--- src/bemon_pkg.sv ---
// Constants and carrier types for the bus efficiency monitor
package bemon_pkg;
  // ==========================================================
  // Monitored bus shape
  localparam int unsigned ADDR_W    = 32;
  localparam int unsigned DATA_W    = 256;
  localparam int unsigned BE_W      = 32;
  localparam int unsigned BURST_W   = 7;
  // Identification words, values arbitrary
  localparam logic [31:0] MON_TYPE    = 32'h0000_0000;
  localparam logic [31:0] MON_VERSION = 32'h0000_0A01;
  // ==========================================================
  // Register word offsets
  localparam logic [7:0] OFS_TYPE    = 8'h01;
  localparam logic [7:0] OFS_VERSION = 8'h02;
  localparam logic [7:0] OFS_CTRL    = 8'h08;
  localparam logic [7:0] OFS_WID_AD  = 8'h10;
  localparam logic [7:0] OFS_WID_BB  = 8'h11;
  localparam logic [7:0] OFS_ELAPSED = 8'h14;
  localparam logic [7:0] OFS_BEAT    = 8'h18;
  localparam logic [7:0] OFS_WRITE   = 8'h1C;
  localparam logic [7:0] OFS_RDCMD   = 8'h20;
  localparam logic [7:0] OFS_RDTOT   = 8'h24;
  localparam logic [7:0] OFS_STALL   = 8'h28;
  localparam logic [7:0] OFS_NODATA  = 8'h2C;
  localparam logic [7:0] OFS_WGAP    = 8'h30;
  localparam logic [7:0] OFS_IDLE    = 8'h34;
  localparam logic [7:0] OFS_LAT_MIN = 8'h40;
  localparam logic [7:0] OFS_LAT_MAX = 8'h44;
  localparam logic [7:0] OFS_SUM_LO  = 8'h48;
  localparam logic [7:0] OFS_SUM_HI  = 8'h49;
  localparam logic [7:0] OFS_FLAGS   = 8'h50;
  // ==========================================================
  // Control word fields and width word half position
  localparam int unsigned CTL_CLR_STATS = 0;
  localparam int unsigned CTL_CLR_FLAGS = 8;
  localparam int unsigned CTL_RUN       = 16;
  localparam int unsigned CTL_STATE_LSB = 24;
  localparam int unsigned WID_HI_LSB    = 16;
  // Reset values
  localparam logic [31:0] CNT_RST     = 32'h0000_0000;
  localparam logic [31:0] LAT_MIN_RST = 32'hFFFF_FFFF;
  // ==========================================================
  // Statistic word indices, counters first
  localparam int unsigned N_CNT       = 9;
  localparam int unsigned N_WORD      = 13;
  localparam int unsigned IDX_ELAPSED = 0;
  localparam int unsigned IDX_BEAT    = 1;
  localparam int unsigned IDX_WRITE   = 2;
  localparam int unsigned IDX_RDCMD   = 3;
  localparam int unsigned IDX_RDTOT   = 4;
  localparam int unsigned IDX_STALL   = 5;
  localparam int unsigned IDX_NODATA  = 6;
  localparam int unsigned IDX_WGAP    = 7;
  localparam int unsigned IDX_IDLE    = 8;
  localparam int unsigned IDX_LAT_MIN = 9;
  localparam int unsigned IDX_LAT_MAX = 10;
  localparam int unsigned IDX_SUM_LO  = 11;
  localparam int unsigned IDX_SUM_HI  = 12;
  // Read time-stamp queue depth as address bits
  localparam int unsigned LAT_AW      = 4;
  // ==========================================================
  // Carrier types
  typedef struct packed {
    logic               read;
    logic               write;
    logic               waitrequest;
    logic               readdatavalid;
    logic [BURST_W-1:0] burstcount;
  } bemon_bus_t;
  typedef struct packed {
    logic [7:0]  addr;
    logic        read;
    logic        write;
    logic [31:0] wdata;
  } bemon_csr_t;
  typedef enum {ST_STOP, ST_WAIT, ST_RUN} bemon_state_t;
endpackage : bemon_pkg

--- src/bemon_monitor.sv ---
// Bus efficiency monitor and protocol checker with status port
`timescale 1ns/1ps
`default_nettype none
module bemon_monitor (
  input  wire logic                 i_ref_clk,    // Bus clock, 25 MHz
  input  wire logic                 i_rst_b,      // Async reset, low
  input  wire bemon_pkg::bemon_bus_t i_bus,       // Monitored bus
  input  wire bemon_pkg::bemon_csr_t i_csr,       // Status port request
  output logic [31:0]               o_csr_rdata,  // Status read data
  output logic                      o_csr_rvalid  // Read data valid
);
  localparam int unsigned FW = 32 + bemon_pkg::BURST_W;

  // ========================================================
  // Saturating 32-bit add, overflow in the top bit
  function automatic logic [32:0] sat_add(input logic [31:0] a,
                                          input logic [31:0] b);
    logic [32:0] s;
    s = {1'b0, a} + {1'b0, b};
    sat_add = s[32] ? {1'b1, 32'hFFFF_FFFF} : s;
  endfunction : sat_add

  bemon_pkg::bemon_state_t state_r;
  bemon_pkg::bemon_state_t state_nxt;
  logic                    run_r;
  logic                    sat_r;
  logic [7:0]              flags_r;
  logic [31:0]             live_r [0:bemon_pkg::N_WORD-1];
  logic [31:0]             snap_r [0:bemon_pkg::N_WORD-1];
  logic [31:0]             now_r;
  logic [bemon_pkg::BURST_W-1:0] wr_left_r;
  logic [bemon_pkg::BURST_W-1:0] wr_len_r;
  logic [bemon_pkg::BURST_W-1:0] rd_left_r;
  bemon_pkg::bemon_bus_t   prev_r;
  logic [31:0]             rdata_nxt;
  logic [31:0]             inc_w [0:bemon_pkg::N_CNT-1];
  logic [32:0]             sum_w [0:bemon_pkg::N_CNT-1];
  logic [bemon_pkg::N_CNT-1:0] sat_vec;
  logic [7:0]              viol;
  logic [FW-1:0]           q_head;
  logic                    q_full;
  logic                    q_empty;

  // ========================================================
  // Bus cycle classification
  wire cmd        = i_bus.read || i_bus.write;
  wire rd_acc     = i_bus.read && !i_bus.waitrequest;
  wire wr_acc     = i_bus.write && !i_bus.waitrequest;
  wire beat       = wr_acc || i_bus.readdatavalid;
  wire in_wburst  = (wr_left_r != '0);
  wire rd_busy    = (rd_left_r != '0);
  wire pending    = !q_empty || rd_busy;
  wire first_beat = i_bus.readdatavalid && !rd_busy;
  wire active     = (state_r == bemon_pkg::ST_RUN) ||
                    ((state_r == bemon_pkg::ST_WAIT) && cmd);

  // Status port strobes
  wire ctl_wr     = i_csr.write && (i_csr.addr == bemon_pkg::OFS_CTRL);
  wire clr_stats  = ctl_wr && !i_csr.wdata[bemon_pkg::CTL_CLR_STATS];
  wire clr_flags  = ctl_wr && !i_csr.wdata[bemon_pkg::CTL_CLR_FLAGS];
  wire snap_take  = i_csr.read && (i_csr.addr == bemon_pkg::OFS_TYPE);

  // ========================================================
  // Per-counter increments
  assign inc_w[bemon_pkg::IDX_ELAPSED] = 32'h0000_0001;
  assign inc_w[bemon_pkg::IDX_BEAT]    = 32'(beat);
  assign inc_w[bemon_pkg::IDX_WRITE]   = 32'(wr_acc);
  assign inc_w[bemon_pkg::IDX_RDCMD]   = 32'(rd_acc);
  assign inc_w[bemon_pkg::IDX_RDTOT]   =
    rd_acc ? 32'(i_bus.burstcount) : 32'h0000_0000;
  assign inc_w[bemon_pkg::IDX_STALL]   =
    32'(!beat && cmd && i_bus.waitrequest);
  assign inc_w[bemon_pkg::IDX_NODATA]  = 32'(!beat && pending);
  assign inc_w[bemon_pkg::IDX_WGAP]    = 32'(!beat && !cmd);
  assign inc_w[bemon_pkg::IDX_IDLE]    =
    32'(!beat && !cmd && !in_wburst);

  // Saturating next values for every counter
  for (genvar g = 0; g < bemon_pkg::N_CNT; g++) begin : g_sum
    assign sum_w[g]   = sat_add(live_r[g], inc_w[g]);
    assign sat_vec[g] = sum_w[g][32];
  end

  // ========================================================
  // Read latency from the head time stamp
  wire [31:0] lat_w  = now_r - q_head[31:0];
  wire        lat_ok = active && first_beat && !q_empty;
  wire [63:0] tot_in = {live_r[bemon_pkg::IDX_SUM_HI],
                        live_r[bemon_pkg::IDX_SUM_LO]};
  wire [64:0] tot_w  = {1'b0, tot_in} + {33'h0, lat_w};
  wire [63:0] tot_s  = tot_w[64] ? {64{1'b1}} : tot_w[63:0];
  wire        sat_ev = active && ((|sat_vec) || (lat_ok && tot_w[64]));

  bemon_stamp_fifo #(
    .W  (FW),
    .AW (bemon_pkg::LAT_AW)
  ) u_stamp_q (
    .i_ref_clk (i_ref_clk),
    .i_rst_b   (i_rst_b),
    .i_clear   (clr_flags),
    .i_push    (rd_acc),
    .i_data    ({i_bus.burstcount, now_r}),
    .i_pop     (first_beat),
    .o_data    (q_head),
    .o_full    (q_full),
    .o_empty   (q_empty)
  );

  // ========================================================
  // Protocol checks, one flag per violation kind
  assign viol[0] = i_bus.read && i_bus.write;
  assign viol[1] = cmd && (i_bus.burstcount == '0);
  assign viol[2] = i_bus.read && in_wburst;
  assign viol[3] =
    (prev_r.read && prev_r.waitrequest && !i_bus.read) ||
    (prev_r.write && prev_r.waitrequest && !i_bus.write);
  assign viol[4] = cmd && (prev_r.read || prev_r.write) &&
                   prev_r.waitrequest &&
                   (i_bus.burstcount != prev_r.burstcount);
  assign viol[5] = i_bus.readdatavalid && !pending;
  assign viol[6] = rd_acc && q_full;
  assign viol[7] = wr_acc && in_wburst &&
                   (i_bus.burstcount != wr_len_r);

  // ========================================================
  // Gathering state machine
  always_comb begin
    state_nxt = state_r;
    case (state_r)
      bemon_pkg::ST_STOP: begin
        if (run_r) state_nxt = bemon_pkg::ST_WAIT;
      end
      bemon_pkg::ST_WAIT: begin
        if (!run_r) state_nxt = bemon_pkg::ST_STOP;
        else if (cmd) state_nxt = bemon_pkg::ST_RUN;
      end
      bemon_pkg::ST_RUN: begin
        if (!run_r) state_nxt = bemon_pkg::ST_STOP;
      end
      default: state_nxt = bemon_pkg::ST_STOP;
    endcase
  end

  // State, run control, saturation and violation flags
  always_ff @(posedge i_ref_clk or negedge i_rst_b) begin
    if (!i_rst_b) begin
      state_r <= bemon_pkg::ST_STOP;
      run_r   <= 1'b0;
      sat_r   <= 1'b0;
      flags_r <= 8'h00;
    end else begin
      state_r <= state_nxt;
      if (ctl_wr) run_r <= i_csr.wdata[bemon_pkg::CTL_RUN];
      sat_r   <= sat_ev || (sat_r && !clr_stats);
      flags_r <= viol | (flags_r & {8{!clr_flags}});
    end
  end

  // Burst trackers and free-running time base
  always_ff @(posedge i_ref_clk or negedge i_rst_b) begin
    if (!i_rst_b) begin
      now_r     <= 32'h0000_0000;
      wr_left_r <= '0;
      wr_len_r  <= '0;
      rd_left_r <= '0;
      prev_r    <= '0;
    end else begin
      now_r  <= now_r + 32'h0000_0001;
      prev_r <= i_bus;
      if (wr_acc && !in_wburst) begin
        wr_left_r <= i_bus.burstcount - 1'b1;
        wr_len_r  <= i_bus.burstcount;
      end else if (wr_acc) begin
        wr_left_r <= wr_left_r - 1'b1;
      end
      if (first_beat && !q_empty) begin
        rd_left_r <= q_head[FW-1:32] - 1'b1;
      end else if (i_bus.readdatavalid && rd_busy) begin
        rd_left_r <= rd_left_r - 1'b1;
      end
    end
  end

  // ========================================================
  // Live statistics, cleared by software
  always_ff @(posedge i_ref_clk or negedge i_rst_b) begin
    if (!i_rst_b) begin
      for (int i = 0; i < bemon_pkg::N_WORD; i++) begin
        live_r[i] <= bemon_pkg::CNT_RST;
      end
      live_r[bemon_pkg::IDX_LAT_MIN] <= bemon_pkg::LAT_MIN_RST;
    end else if (clr_stats) begin
      for (int i = 0; i < bemon_pkg::N_WORD; i++) begin
        live_r[i] <= bemon_pkg::CNT_RST;
      end
      live_r[bemon_pkg::IDX_LAT_MIN] <= bemon_pkg::LAT_MIN_RST;
    end else if (active) begin
      for (int i = 0; i < bemon_pkg::N_CNT; i++) begin
        live_r[i] <= sum_w[i][31:0];
      end
      if (lat_ok && (lat_w < live_r[bemon_pkg::IDX_LAT_MIN])) begin
        live_r[bemon_pkg::IDX_LAT_MIN] <= lat_w;
      end
      if (lat_ok && (lat_w > live_r[bemon_pkg::IDX_LAT_MAX])) begin
        live_r[bemon_pkg::IDX_LAT_MAX] <= lat_w;
      end
      if (lat_ok) begin
        live_r[bemon_pkg::IDX_SUM_LO] <= tot_s[31:0];
        live_r[bemon_pkg::IDX_SUM_HI] <= tot_s[63:32];
      end
    end
  end

  // Snapshot copy on a read of the type word
  always_ff @(posedge i_ref_clk or negedge i_rst_b) begin
    if (!i_rst_b) begin
      for (int i = 0; i < bemon_pkg::N_WORD; i++) begin
        snap_r[i] <= bemon_pkg::CNT_RST;
      end
    end else if (snap_take) begin
      for (int i = 0; i < bemon_pkg::N_WORD; i++) begin
        snap_r[i] <= live_r[i];
      end
    end
  end

  // ========================================================
  // Read value decode, unmapped words read zero
  wire [3:0]  st_bits = {sat_r, state_r == bemon_pkg::ST_RUN,
                         state_r == bemon_pkg::ST_WAIT,
                         state_r == bemon_pkg::ST_STOP};
  wire [31:0] ctrl_rd = (32'(run_r) << bemon_pkg::CTL_RUN) |
                        (32'(st_bits) << bemon_pkg::CTL_STATE_LSB);
  wire [31:0] wid_ad  =
    (32'(bemon_pkg::DATA_W[15:0]) << bemon_pkg::WID_HI_LSB) |
    32'(bemon_pkg::ADDR_W[15:0]);
  wire [31:0] wid_bb  =
    (32'(bemon_pkg::BURST_W[15:0]) << bemon_pkg::WID_HI_LSB) |
    32'(bemon_pkg::BE_W[15:0]);

  always_comb begin
    rdata_nxt = 32'h0000_0000;
    case (i_csr.addr)
      bemon_pkg::OFS_TYPE:    rdata_nxt = bemon_pkg::MON_TYPE;
      bemon_pkg::OFS_VERSION: rdata_nxt = bemon_pkg::MON_VERSION;
      bemon_pkg::OFS_CTRL:    rdata_nxt = ctrl_rd;
      bemon_pkg::OFS_WID_AD:  rdata_nxt = wid_ad;
      bemon_pkg::OFS_WID_BB:  rdata_nxt = wid_bb;
      bemon_pkg::OFS_ELAPSED: rdata_nxt = snap_r[bemon_pkg::IDX_ELAPSED];
      bemon_pkg::OFS_BEAT:    rdata_nxt = snap_r[bemon_pkg::IDX_BEAT];
      bemon_pkg::OFS_WRITE:   rdata_nxt = snap_r[bemon_pkg::IDX_WRITE];
      bemon_pkg::OFS_RDCMD:   rdata_nxt = snap_r[bemon_pkg::IDX_RDCMD];
      bemon_pkg::OFS_RDTOT:   rdata_nxt = snap_r[bemon_pkg::IDX_RDTOT];
      bemon_pkg::OFS_STALL:   rdata_nxt = snap_r[bemon_pkg::IDX_STALL];
      bemon_pkg::OFS_NODATA:  rdata_nxt = snap_r[bemon_pkg::IDX_NODATA];
      bemon_pkg::OFS_WGAP:    rdata_nxt = snap_r[bemon_pkg::IDX_WGAP];
      bemon_pkg::OFS_IDLE:    rdata_nxt = snap_r[bemon_pkg::IDX_IDLE];
      bemon_pkg::OFS_LAT_MIN: rdata_nxt = snap_r[bemon_pkg::IDX_LAT_MIN];
      bemon_pkg::OFS_LAT_MAX: rdata_nxt = snap_r[bemon_pkg::IDX_LAT_MAX];
      bemon_pkg::OFS_SUM_LO:  rdata_nxt = snap_r[bemon_pkg::IDX_SUM_LO];
      bemon_pkg::OFS_SUM_HI:  rdata_nxt = snap_r[bemon_pkg::IDX_SUM_HI];
      bemon_pkg::OFS_FLAGS:   rdata_nxt = {24'h000000, flags_r};
      default:                rdata_nxt = 32'h0000_0000;
    endcase
  end

  // Registered read answer, one cycle after the request
  always_ff @(posedge i_ref_clk or negedge i_rst_b) begin
    if (!i_rst_b) begin
      o_csr_rdata  <= 32'h0000_0000;
      o_csr_rvalid <= 1'b0;
    end else begin
      o_csr_rvalid <= i_csr.read;
      if (i_csr.read) o_csr_rdata <= rdata_nxt;
    end
  end

  wire [31:0] beat_live = live_r[bemon_pkg::IDX_BEAT];
  wire [31:0] wr_live   = live_r[bemon_pkg::IDX_WRITE];
  wire [31:0] el_live   = live_r[bemon_pkg::IDX_ELAPSED];
  wire [31:0] beat_snap = snap_r[bemon_pkg::IDX_BEAT];
  wire [31:0] min_live  = live_r[bemon_pkg::IDX_LAT_MIN];
endmodule : bemon_monitor
`default_nettype wire

--- src/bemon_stamp_fifo.sv ---
// Time-stamp queue for outstanding read commands
`timescale 1ns/1ps
`default_nettype none
module bemon_stamp_fifo #(
  parameter int unsigned W  = 39,
  parameter int unsigned AW = 4
) (
  input  wire logic         i_ref_clk,  // Monitor clock
  input  wire logic         i_rst_b,    // Async reset, active low
  input  wire logic         i_clear,    // Drop all entries
  input  wire logic         i_push,     // Write one entry
  input  wire logic [W-1:0] i_data,     // Entry to write
  input  wire logic         i_pop,      // Drop head entry
  output logic      [W-1:0] o_data,     // Head entry
  output logic              o_full,     // No room left
  output logic              o_empty     // No entry held
);
  logic [W-1:0] mem_r [0:(1<<AW)-1];
  logic [AW:0]  wp_r;
  logic [AW:0]  rp_r;
  wire          do_push = i_push && !o_full;
  wire          do_pop  = i_pop && !o_empty;

  // ========================================
  // Flags and head from pointers
  assign o_empty = (wp_r == rp_r);
  assign o_full  = (wp_r[AW] != rp_r[AW]) &&
                   (wp_r[AW-1:0] == rp_r[AW-1:0]);
  assign o_data  = mem_r[rp_r[AW-1:0]];

  // Pointer update
  always_ff @(posedge i_ref_clk or negedge i_rst_b) begin
    if (!i_rst_b) begin
      wp_r <= '0;
      rp_r <= '0;
    end else if (i_clear) begin
      wp_r <= '0;
      rp_r <= '0;
    end else begin
      if (do_push) wp_r <= wp_r + 1'b1;
      if (do_pop) rp_r <= rp_r + 1'b1;
    end
  end

  // Storage, no reset needed
  always_ff @(posedge i_ref_clk) begin
    if (do_push) mem_r[wp_r[AW-1:0]] <= i_data;
  end
endmodule : bemon_stamp_fifo
`default_nettype wire

--- config.mk ---
export PLATFORM = sky130hd
export DESIGN_NAME = bemon_monitor
export DESIGN_NICKNAME = d
export VERILOG_FILES = /design/src/bemon_pkg.sv /design/src/bemon_monitor.sv /design/src/bemon_stamp_fifo.sv
export SDC_FILE = /design/constraint.sdc
export NUM_CORES = 2
export LEC_CHECK = 0
export BUFFER_PORTS_ARGS = -buffer_cell sky130_fd_sc_hd__buf_2
export CAP_MARGIN = 40
export CORE_AREA = 8 8 405 407
export DETAILED_ROUTE_END_ITERATION = 10
export DIE_AREA = 0 0 413 415
export GPL_TIMING_DRIVEN = 0
export MAX_ROUTING_LAYER = met4
export PLACE_DENSITY = 0.64
export SETUP_SLACK_MARGIN = 0.5
export SLEW_MARGIN = 15
export SYNTH_ARGS = -nofsm -noshare
export SYNTH_HDL_FRONTEND = slang
export SYNTH_SLANG_ARGS = --single-unit
--- constraint.sdc ---
create_clock -name i_ref_clk -period 14.05 [get_ports i_ref_clk]
set_input_delay 4.215 -clock i_ref_clk [delete_from_list [all_inputs] [get_ports i_ref_clk]]
set_output_delay 4.215 -clock i_ref_clk [all_outputs]
set_load 0.03 [all_outputs]
After elaboration in Yosys (flattened, before gate mapping)
Memory sizes are Yosys's and may differ from the RTL's. Cells that the tools add are included.

RAM bits: 624. Register bits: 980. Memories: 1. Logic and storage cells: 208. Output and inout bits: 33. Input port bits: 55.

Memories: u_stamp_q.mem_r (words 16, width 39, read ports 1, clocked after memory_dff 0, write ports 1, line bemon_stamp_fifo.sv:18) `logic [W-1:0] mem_r [0:(1<<AW)-1];`.

Reductions and logical operators: 79. Equality and inequality tests: 31. Bitwise operators: 3. Add/sub/neg operators: 18. Muxes and demuxes: 32. Magnitude comparators: 2.

Operators with widths (number): 416-bit 2-to-1 mux (2); 32-bit case mux with 18 select lines (1); 33-bit 2-to-1 mux (9); 32-bit by 1-bit adder with 33-bit output (7); 32-bit 2-to-1 mux (6); 64-bit 2-to-1 mux (2); 32-bit case mux with 3 select lines (1); 64-bit by 32-bit adder with 65-bit output (1); 32-bit by 2-bit equality test with 1-bit output (second input constant) (2); 32-bit zero test (2); 8-bit by 6-bit equality test with 1-bit output (second input constant) (6); 8-bit by 5-bit equality test with 1-bit output (second input constant) (5); 8-bit by 7-bit equality test with 1-bit output (second input constant) (5); 1-bit logical AND (39); 7-bit 2-to-1 mux (5); 32-bit by 1-bit adder with 33-bit output (second input constant) (1); 32-bit by 7-bit adder with 33-bit output (1); 32-bit by 1-bit adder with 32-bit output (second input constant) (1); 32-bit by 1-bit equality test with 1-bit output (second input constant) (1); 32-bit by 3-bit equality test with 1-bit output (second input constant) (1); 32-bit > comparator (1); 32-bit < comparator (1); 32-bit subtractor (1); 17-bit by 28-bit bitwise OR with 28-bit output (1); other kinds (23) (63).

Depth between registers and ports, before layout
Depth in word-level cells: 12. Mapped depth: 33. Gate-level depth less buffers: 26.

Modules after synthesis
From an unflattened synthesis, not the netlist that was laid out.

Cell total of the unflattened synthesis: 6179. Area total of the unflattened synthesis: 73605.6 sq um.

By module, submodules not included: bemon_monitor (sequential area each 23562.6 sq um, instances 1, area an instance 48750.5 sq um, cells an instance 4959); bemon_stamp_fifo (sequential area each 18988.2 sq um, instances 1, area an instance 24855.1 sq um, cells an instance 1220).

Least setup slack after synthesis
Ideal clock, no wire load.

Kind: reg-to-reg. From: register u_stamp_q.rp_r[0]. To: register live_r[13] (netlist name). Arrival: 7327 ps. Required time: 13978 ps. Slack: 6651 ps. Cell stages (with the launch flop): 31. Path buffers: 6. Clock period less this slack: 7399 ps. Library setup time: 72 ps. Cells stage by stage: dfrtp_1 -> buf_2 -> buf_2 -> buf_1 -> buf_2 -> mux4_2 -> mux4_2 -> inv_1 -> ha_1 -> clkbuf_1 -> a21o_1 -> a221oi_2 -> o21ai_1 -> and4_1 -> o311ai_2 -> a21o_1 -> nand2_1 -> a31oi_1 -> xor2_1 -> inv_1 -> ha_1 -> clkbuf_1 -> nand3_1 -> nor3_1 -> nand4_1 -> o21ba_2 -> nor2_1 -> nor4_1 -> nor2_1 -> a31o_2 -> nor2_1.

Cells in the longest elaborated chain, start to end: 7. Elaborated cells between the ends (all ways): 12. Those cells by class: 2 x add/sub; 1 x eq/ne; 4 x mux; 4 x reduce/logical; 1 x memory.

Ends and longest elaborated chain: start, declared (line bemon_stamp_fifo.sv:20) `logic [AW:0] rp_r;`; start signal, assigned (line bemon_stamp_fifo.sv:41) `if (do_pop) rp_r <= rp_r + 1'b1;`; memory read 16 x 39 bit; 32-bit subtractor (line bemon_monitor.sv:86) `wire [31:0] lat_w = now_r - q_head[31:0];`; 64-bit by 32-bit adder with 65-bit output (line bemon_monitor.sv:90) `wire [64:0] tot_w = {1'b0, tot_in} + {33'h0, lat_w};`; 64-bit 2-to-1 mux (line bemon_monitor.sv:91) `wire [63:0] tot_s = tot_w[64] ? {64{1'b1}} : tot_w[63:0];`; 64-bit 2-to-1 mux (line bemon_monitor.sv:207) `if (lat_ok) begin`; 416-bit 2-to-1 mux (line bemon_monitor.sv:197) `end else if (active) begin`; 416-bit 2-to-1 mux (line bemon_monitor.sv:192) `end else if (clr_stats) begin`; end signal, assigned by index (line bemon_monitor.sv:194) `live_r[i] <= bemon_pkg::CNT_RST;`; end signal, assigned by index (line bemon_monitor.sv:199) `live_r[i] <= sum_w[i][31:0];`; end signal, assigned by index (line bemon_monitor.sv:208) `live_r[bemon_pkg::IDX_SUM_LO] <= tot_s[31:0];`; end, declared (line bemon_monitor.sv:28) `logic [31:0] live_r [0:bemon_pkg::N_WORD-1];`.

Several ways; a longest one is shown, not always the timed one. The select of a mux whose other input is x is not followed. A chain may end at the register's enable or synchronous reset.

Final worst setup path
From: register u_stamp_q.rp_r[1]. To: register live_r[29] (netlist name).

Same word-level chain as after synthesis.

==> out/results.tsv <==
stage	metric	value	unit
worst_hold_path	Hold Path End	snap_r[121]$_DFFE_PN0P_	
drt	DR iter-0 viols	7177	
placement	detailed placement HPWL	200000	µm
placement	port bufs	57	
timing	Tcrit/Tclk final	75.8	%
critical_path	reg-to-reg critical path startpoint	u_stamp_q.rp_r[1]$_DFFE_PN0P_	
timing	Period minus WS final	10.65	ns
global_routing	GRT Total Usage	31.7	%
drt	total number of vias	53000	
global_routing	largest net degree at the start of global routing	137	
critical_path	reg2reg end	live_r[29]$_DFFE_PN0P_	
clock_tree	CTS Buffer Depth	3	
synth	Distinct cells, synth	90	
floorplan	Die ar.	171000	µm²
critical_path	critical path startpoint category	flip-flop	
synth	Synth Instances	5798	
synth	number of synthesized flops with an enable pin	624	
clock_tree	root buffer cell	clkbuf_16	
timing	Worst Max-Slew Pin Slew	1.31	ns
clock_tree	clk slew on worst S/H paths	0.06	ns
critical_path	CP arrival	11.35	ns
power	total power	12000	µW
floorplan	Core Area	157000	µm²
clock_tree	Skew-Pair Late Insertion Delay	0.82	ns
critical_path	Crit. End Element	flip-flop	
power	Worst VDD drop	151	µV
power	leakage	0.0342	µW
global_routing	initial antenna violation count	15	
timing	Slew HR	12.6	%
drt	Detail Route Antenna Nets	0	
final_layout	most common cell after layout, fill and taps aside	dfrtp_1	
critical_path	most frequent CP cell	clkbuf_1	
timing	setup_tns	0	ns
floorplan	Die H	415	µm
final_layout	post-layout net count	6352	
drt	DRC errors left	0	
floorplan	FP Rows	146	
global_routing	vias in the first global route	50500	
synth	Mapped Nets	6012	
global_routing	first-pass GRT wire length	379000	µm
worst_hold_path	Hold Crit Start	snap_r[121]$_DFFE_PN0P_	
critical_path	R2R depth	30	
clock_tree	Num CTS Buffers	166	
floorplan	I/O Pins	88	
synth	Post-synth top flop	dfrtp_1	
worst_hold_path	hold crit path type	flip-flop to flip-flop	
timing	unrepaired setup endpoints after global routing	false	
clock_tree	# Post-CTS Setup Buffers	0	
timing	final setup fails	0	
clock_tree	post_cts resized	0	
timing	max-slew violations	0	
drt	Vias per Instance	6.33	
final_layout	Area Growth Syn to Fin	14.4	%
drt	routed len/inst	32.1	µm
timing	final hold violations	0	
critical_path	Worst path slowest cell	a2111oi_1	
clock_tree	CTS tree	built	
power	P per Cell Area	145	nW/µm²
synth	Ys Warns	0	
clock_tree	Sink Count	1574	
job	maxcap violations	0	
floorplan	Initial Util	45.7	%
timing	final setup skew	0.0385	ns
critical_path	Reg2Reg Setup Slack	3.40	ns
drt	Post-Route WL	268000	µm
clock_tree	Hold Buf Count CTS	0	
drt	drt pass-1 iters	9	
synth	Yosys reg bits	1574	
critical_path	Max FO, Critical Path	10	
floorplan	Die W	413	µm
final_layout	share of cells above drive strength 1	17.5	%
critical_path	Worst Path Required	14.75	ns
status	status	completed	
placement	Final GP Congestion	1.12	
timing	FMAX	0.0939	GHz
synth	Mapped Area	71900	µm²
worst_hold_path	hold depth	2	
critical_path	CP peak stage delay	0.89	ns
critical_path	WS Path Type	flip-flop to flip-flop	
synth	Avg Cell Area, Syn	12.4	µm²
final_layout	highest-count cells in the layout ignoring fill and taps	918 x dfrtp_1, 624 x edfxtp_1, 439 x nor2_1, 380 x nand2_1, 343 x mux2_2	
global_routing	global route total overflow	0	
clock_tree	CTS H-tree depth	4	
synth	ys async rst share	60.4	%
synth	sequential element share of the synthesized area	59.2	%
final_layout	fillcell total	13400	
[critical path: cells and delay by family, from the launching register on]
family          cells  cell delay [ns]
buf+inv             9             3.40
compound gates     12             3.22
simple gates        4             1.45
mux                 2             0.94
xor+xnor            1             0.67
fa+ha+maj           2             0.48
flops               1             0.36
[final cells by class]
cell class	count	area [µm²]	share of cell area [%]
Clock inverter	77	893	1.09
Multi-Input combinational cell	3740	27600	33.5
Timing Repair Buffer	172	2040	2.48
Inverter	181	679	0.826
Sequential cell	1574	42600	51.7
Clock buffer	228	4700	5.71
Antenna cell	12	30.0	0.0365
Buffer	303	1210	1.47
Tap cell	2072	2590	3.15
[stage by stage]
| stage | cells | area [µm²] | setup slack, ns | hold WS [ns] | util [%] |
|---|---|---|---|---|---|
| global placement | 7927 | 74800 | -12.34 | 0.466 | 47.5 |
| finish | 8359 | 82300 | 3.40 | 0.481 | 52.3 |
| CTS | 8345 | 82200 | 3.38 | 0.486 | 52.2 |
| global route | 8356 | 82300 | 2.82 | 0.503 | 52.2 |
| floorplan | 5798 | 71900 | 6.65 | 0.444 | - |
| detailed placement | 8040 | 76600 | 3.47 | 0.475 | 48.7 |
[cell families after synthesis]
family                   count (synthesis)  share of synthesized area (%)
XOR/XNOR                               129                           1.57
flip-flops                            1574                           59.2
AO/OA/AOI/OAI                         1276                           11.5
multiplexers                           556                           11.6
buffers and inverters                  484                           2.58
AND/OR/NAND/NOR                       1620                           10.8
adder cells (fa/ha/maj)                159                           2.80
[sequential cells by signal (all words and copies together), names as in the netlist, 2 cells and up]
name,cells
flags_r,8
snap_r,384
now_r,32
live_r,288
state_r,2
beat_snap,32
o_csr_rdata,32
u_stamp_q.rp_r,5
wr_live,32
el_live,32
min_live,32
beat_live,32
wr_left_r,7
u_stamp_q.wp_r,5
rd_left_r,7
u_stamp_q.mem_r,624
wr_len_r,7
prev_r,10
[where the power goes]
group	internal [µW]	total (µW)	switching, µW
logic	958	2340	1380
clock network	2630	4550	1920
registers	4950	5090	136
total	8540	12000	3430
[worst max path at each step]
stage / slack [ns] / depth (start not counted) / from / to
5_1_grt: 2.82 / 30 / u_stamp_q.rp_r[1]$_DFFE_PN0P_ / live_r[29]$_DFFE_PN0P_
3_3_place_gp: -12.34 / 1 / i_rst_b / wr_left_r[6]$_DFFE_PN0P_
2_1_floorplan: 6.65 / 30 / u_stamp_q.rp_r[0]$_DFFE_PN0P_ / live_r[13]$_DFFE_PN0P_
6_report: 3.40 / 30 / u_stamp_q.rp_r[1]$_DFFE_PN0P_ / live_r[29]$_DFFE_PN0P_
3_5_place_dp: 3.47 / 31 / u_stamp_q.rp_r[1]$_DFFE_PN0P_ / live_r[29]$_DFFE_PN0P_
4_1_cts: 3.38 / 30 / u_stamp_q.rp_r[1]$_DFFE_PN0P_ / live_r[29]$_DFFE_PN0P_
[Yosys cell counts (29+ instances only)]
master      n  area, µm²
xnor2_1    79        692
nor3_1    155        776
buf_1      29        109
ha_1      156       1950
a22oi_1    96        721
nand4_1    70        438
nand2_1   380       1430
nor2_1    440       1650
a31oi_1    73        457
a21o_1     55        413
a311oi_1   38        333
nand3_1   235       1180
xor2_1     50        438
inv_1     180        676
edfxtp_1  624      18700
and3_1    128        801
mux2_2    343       3860
mux4_2    189       4260
and2_1     55        344
dfrtp_1   918      23000
o21ai_0   342       1710
clkbuf_1  248        931
a222oi_1   69        691
dfstp_2    32        841
a211oi_1   75        563
a21oi_1   330       1650
[layer usage]
layer	track usage (%)	vias to the layer above	wire length, µm
li1	-	22600	-
met1	40.8	27000	106000
met2	47.3	2658	120000
met3	5.57	718	21800
met4	18.3	0	20700
met5	-	-	0
No activity file was read; power rests on OpenSTA's default activity.
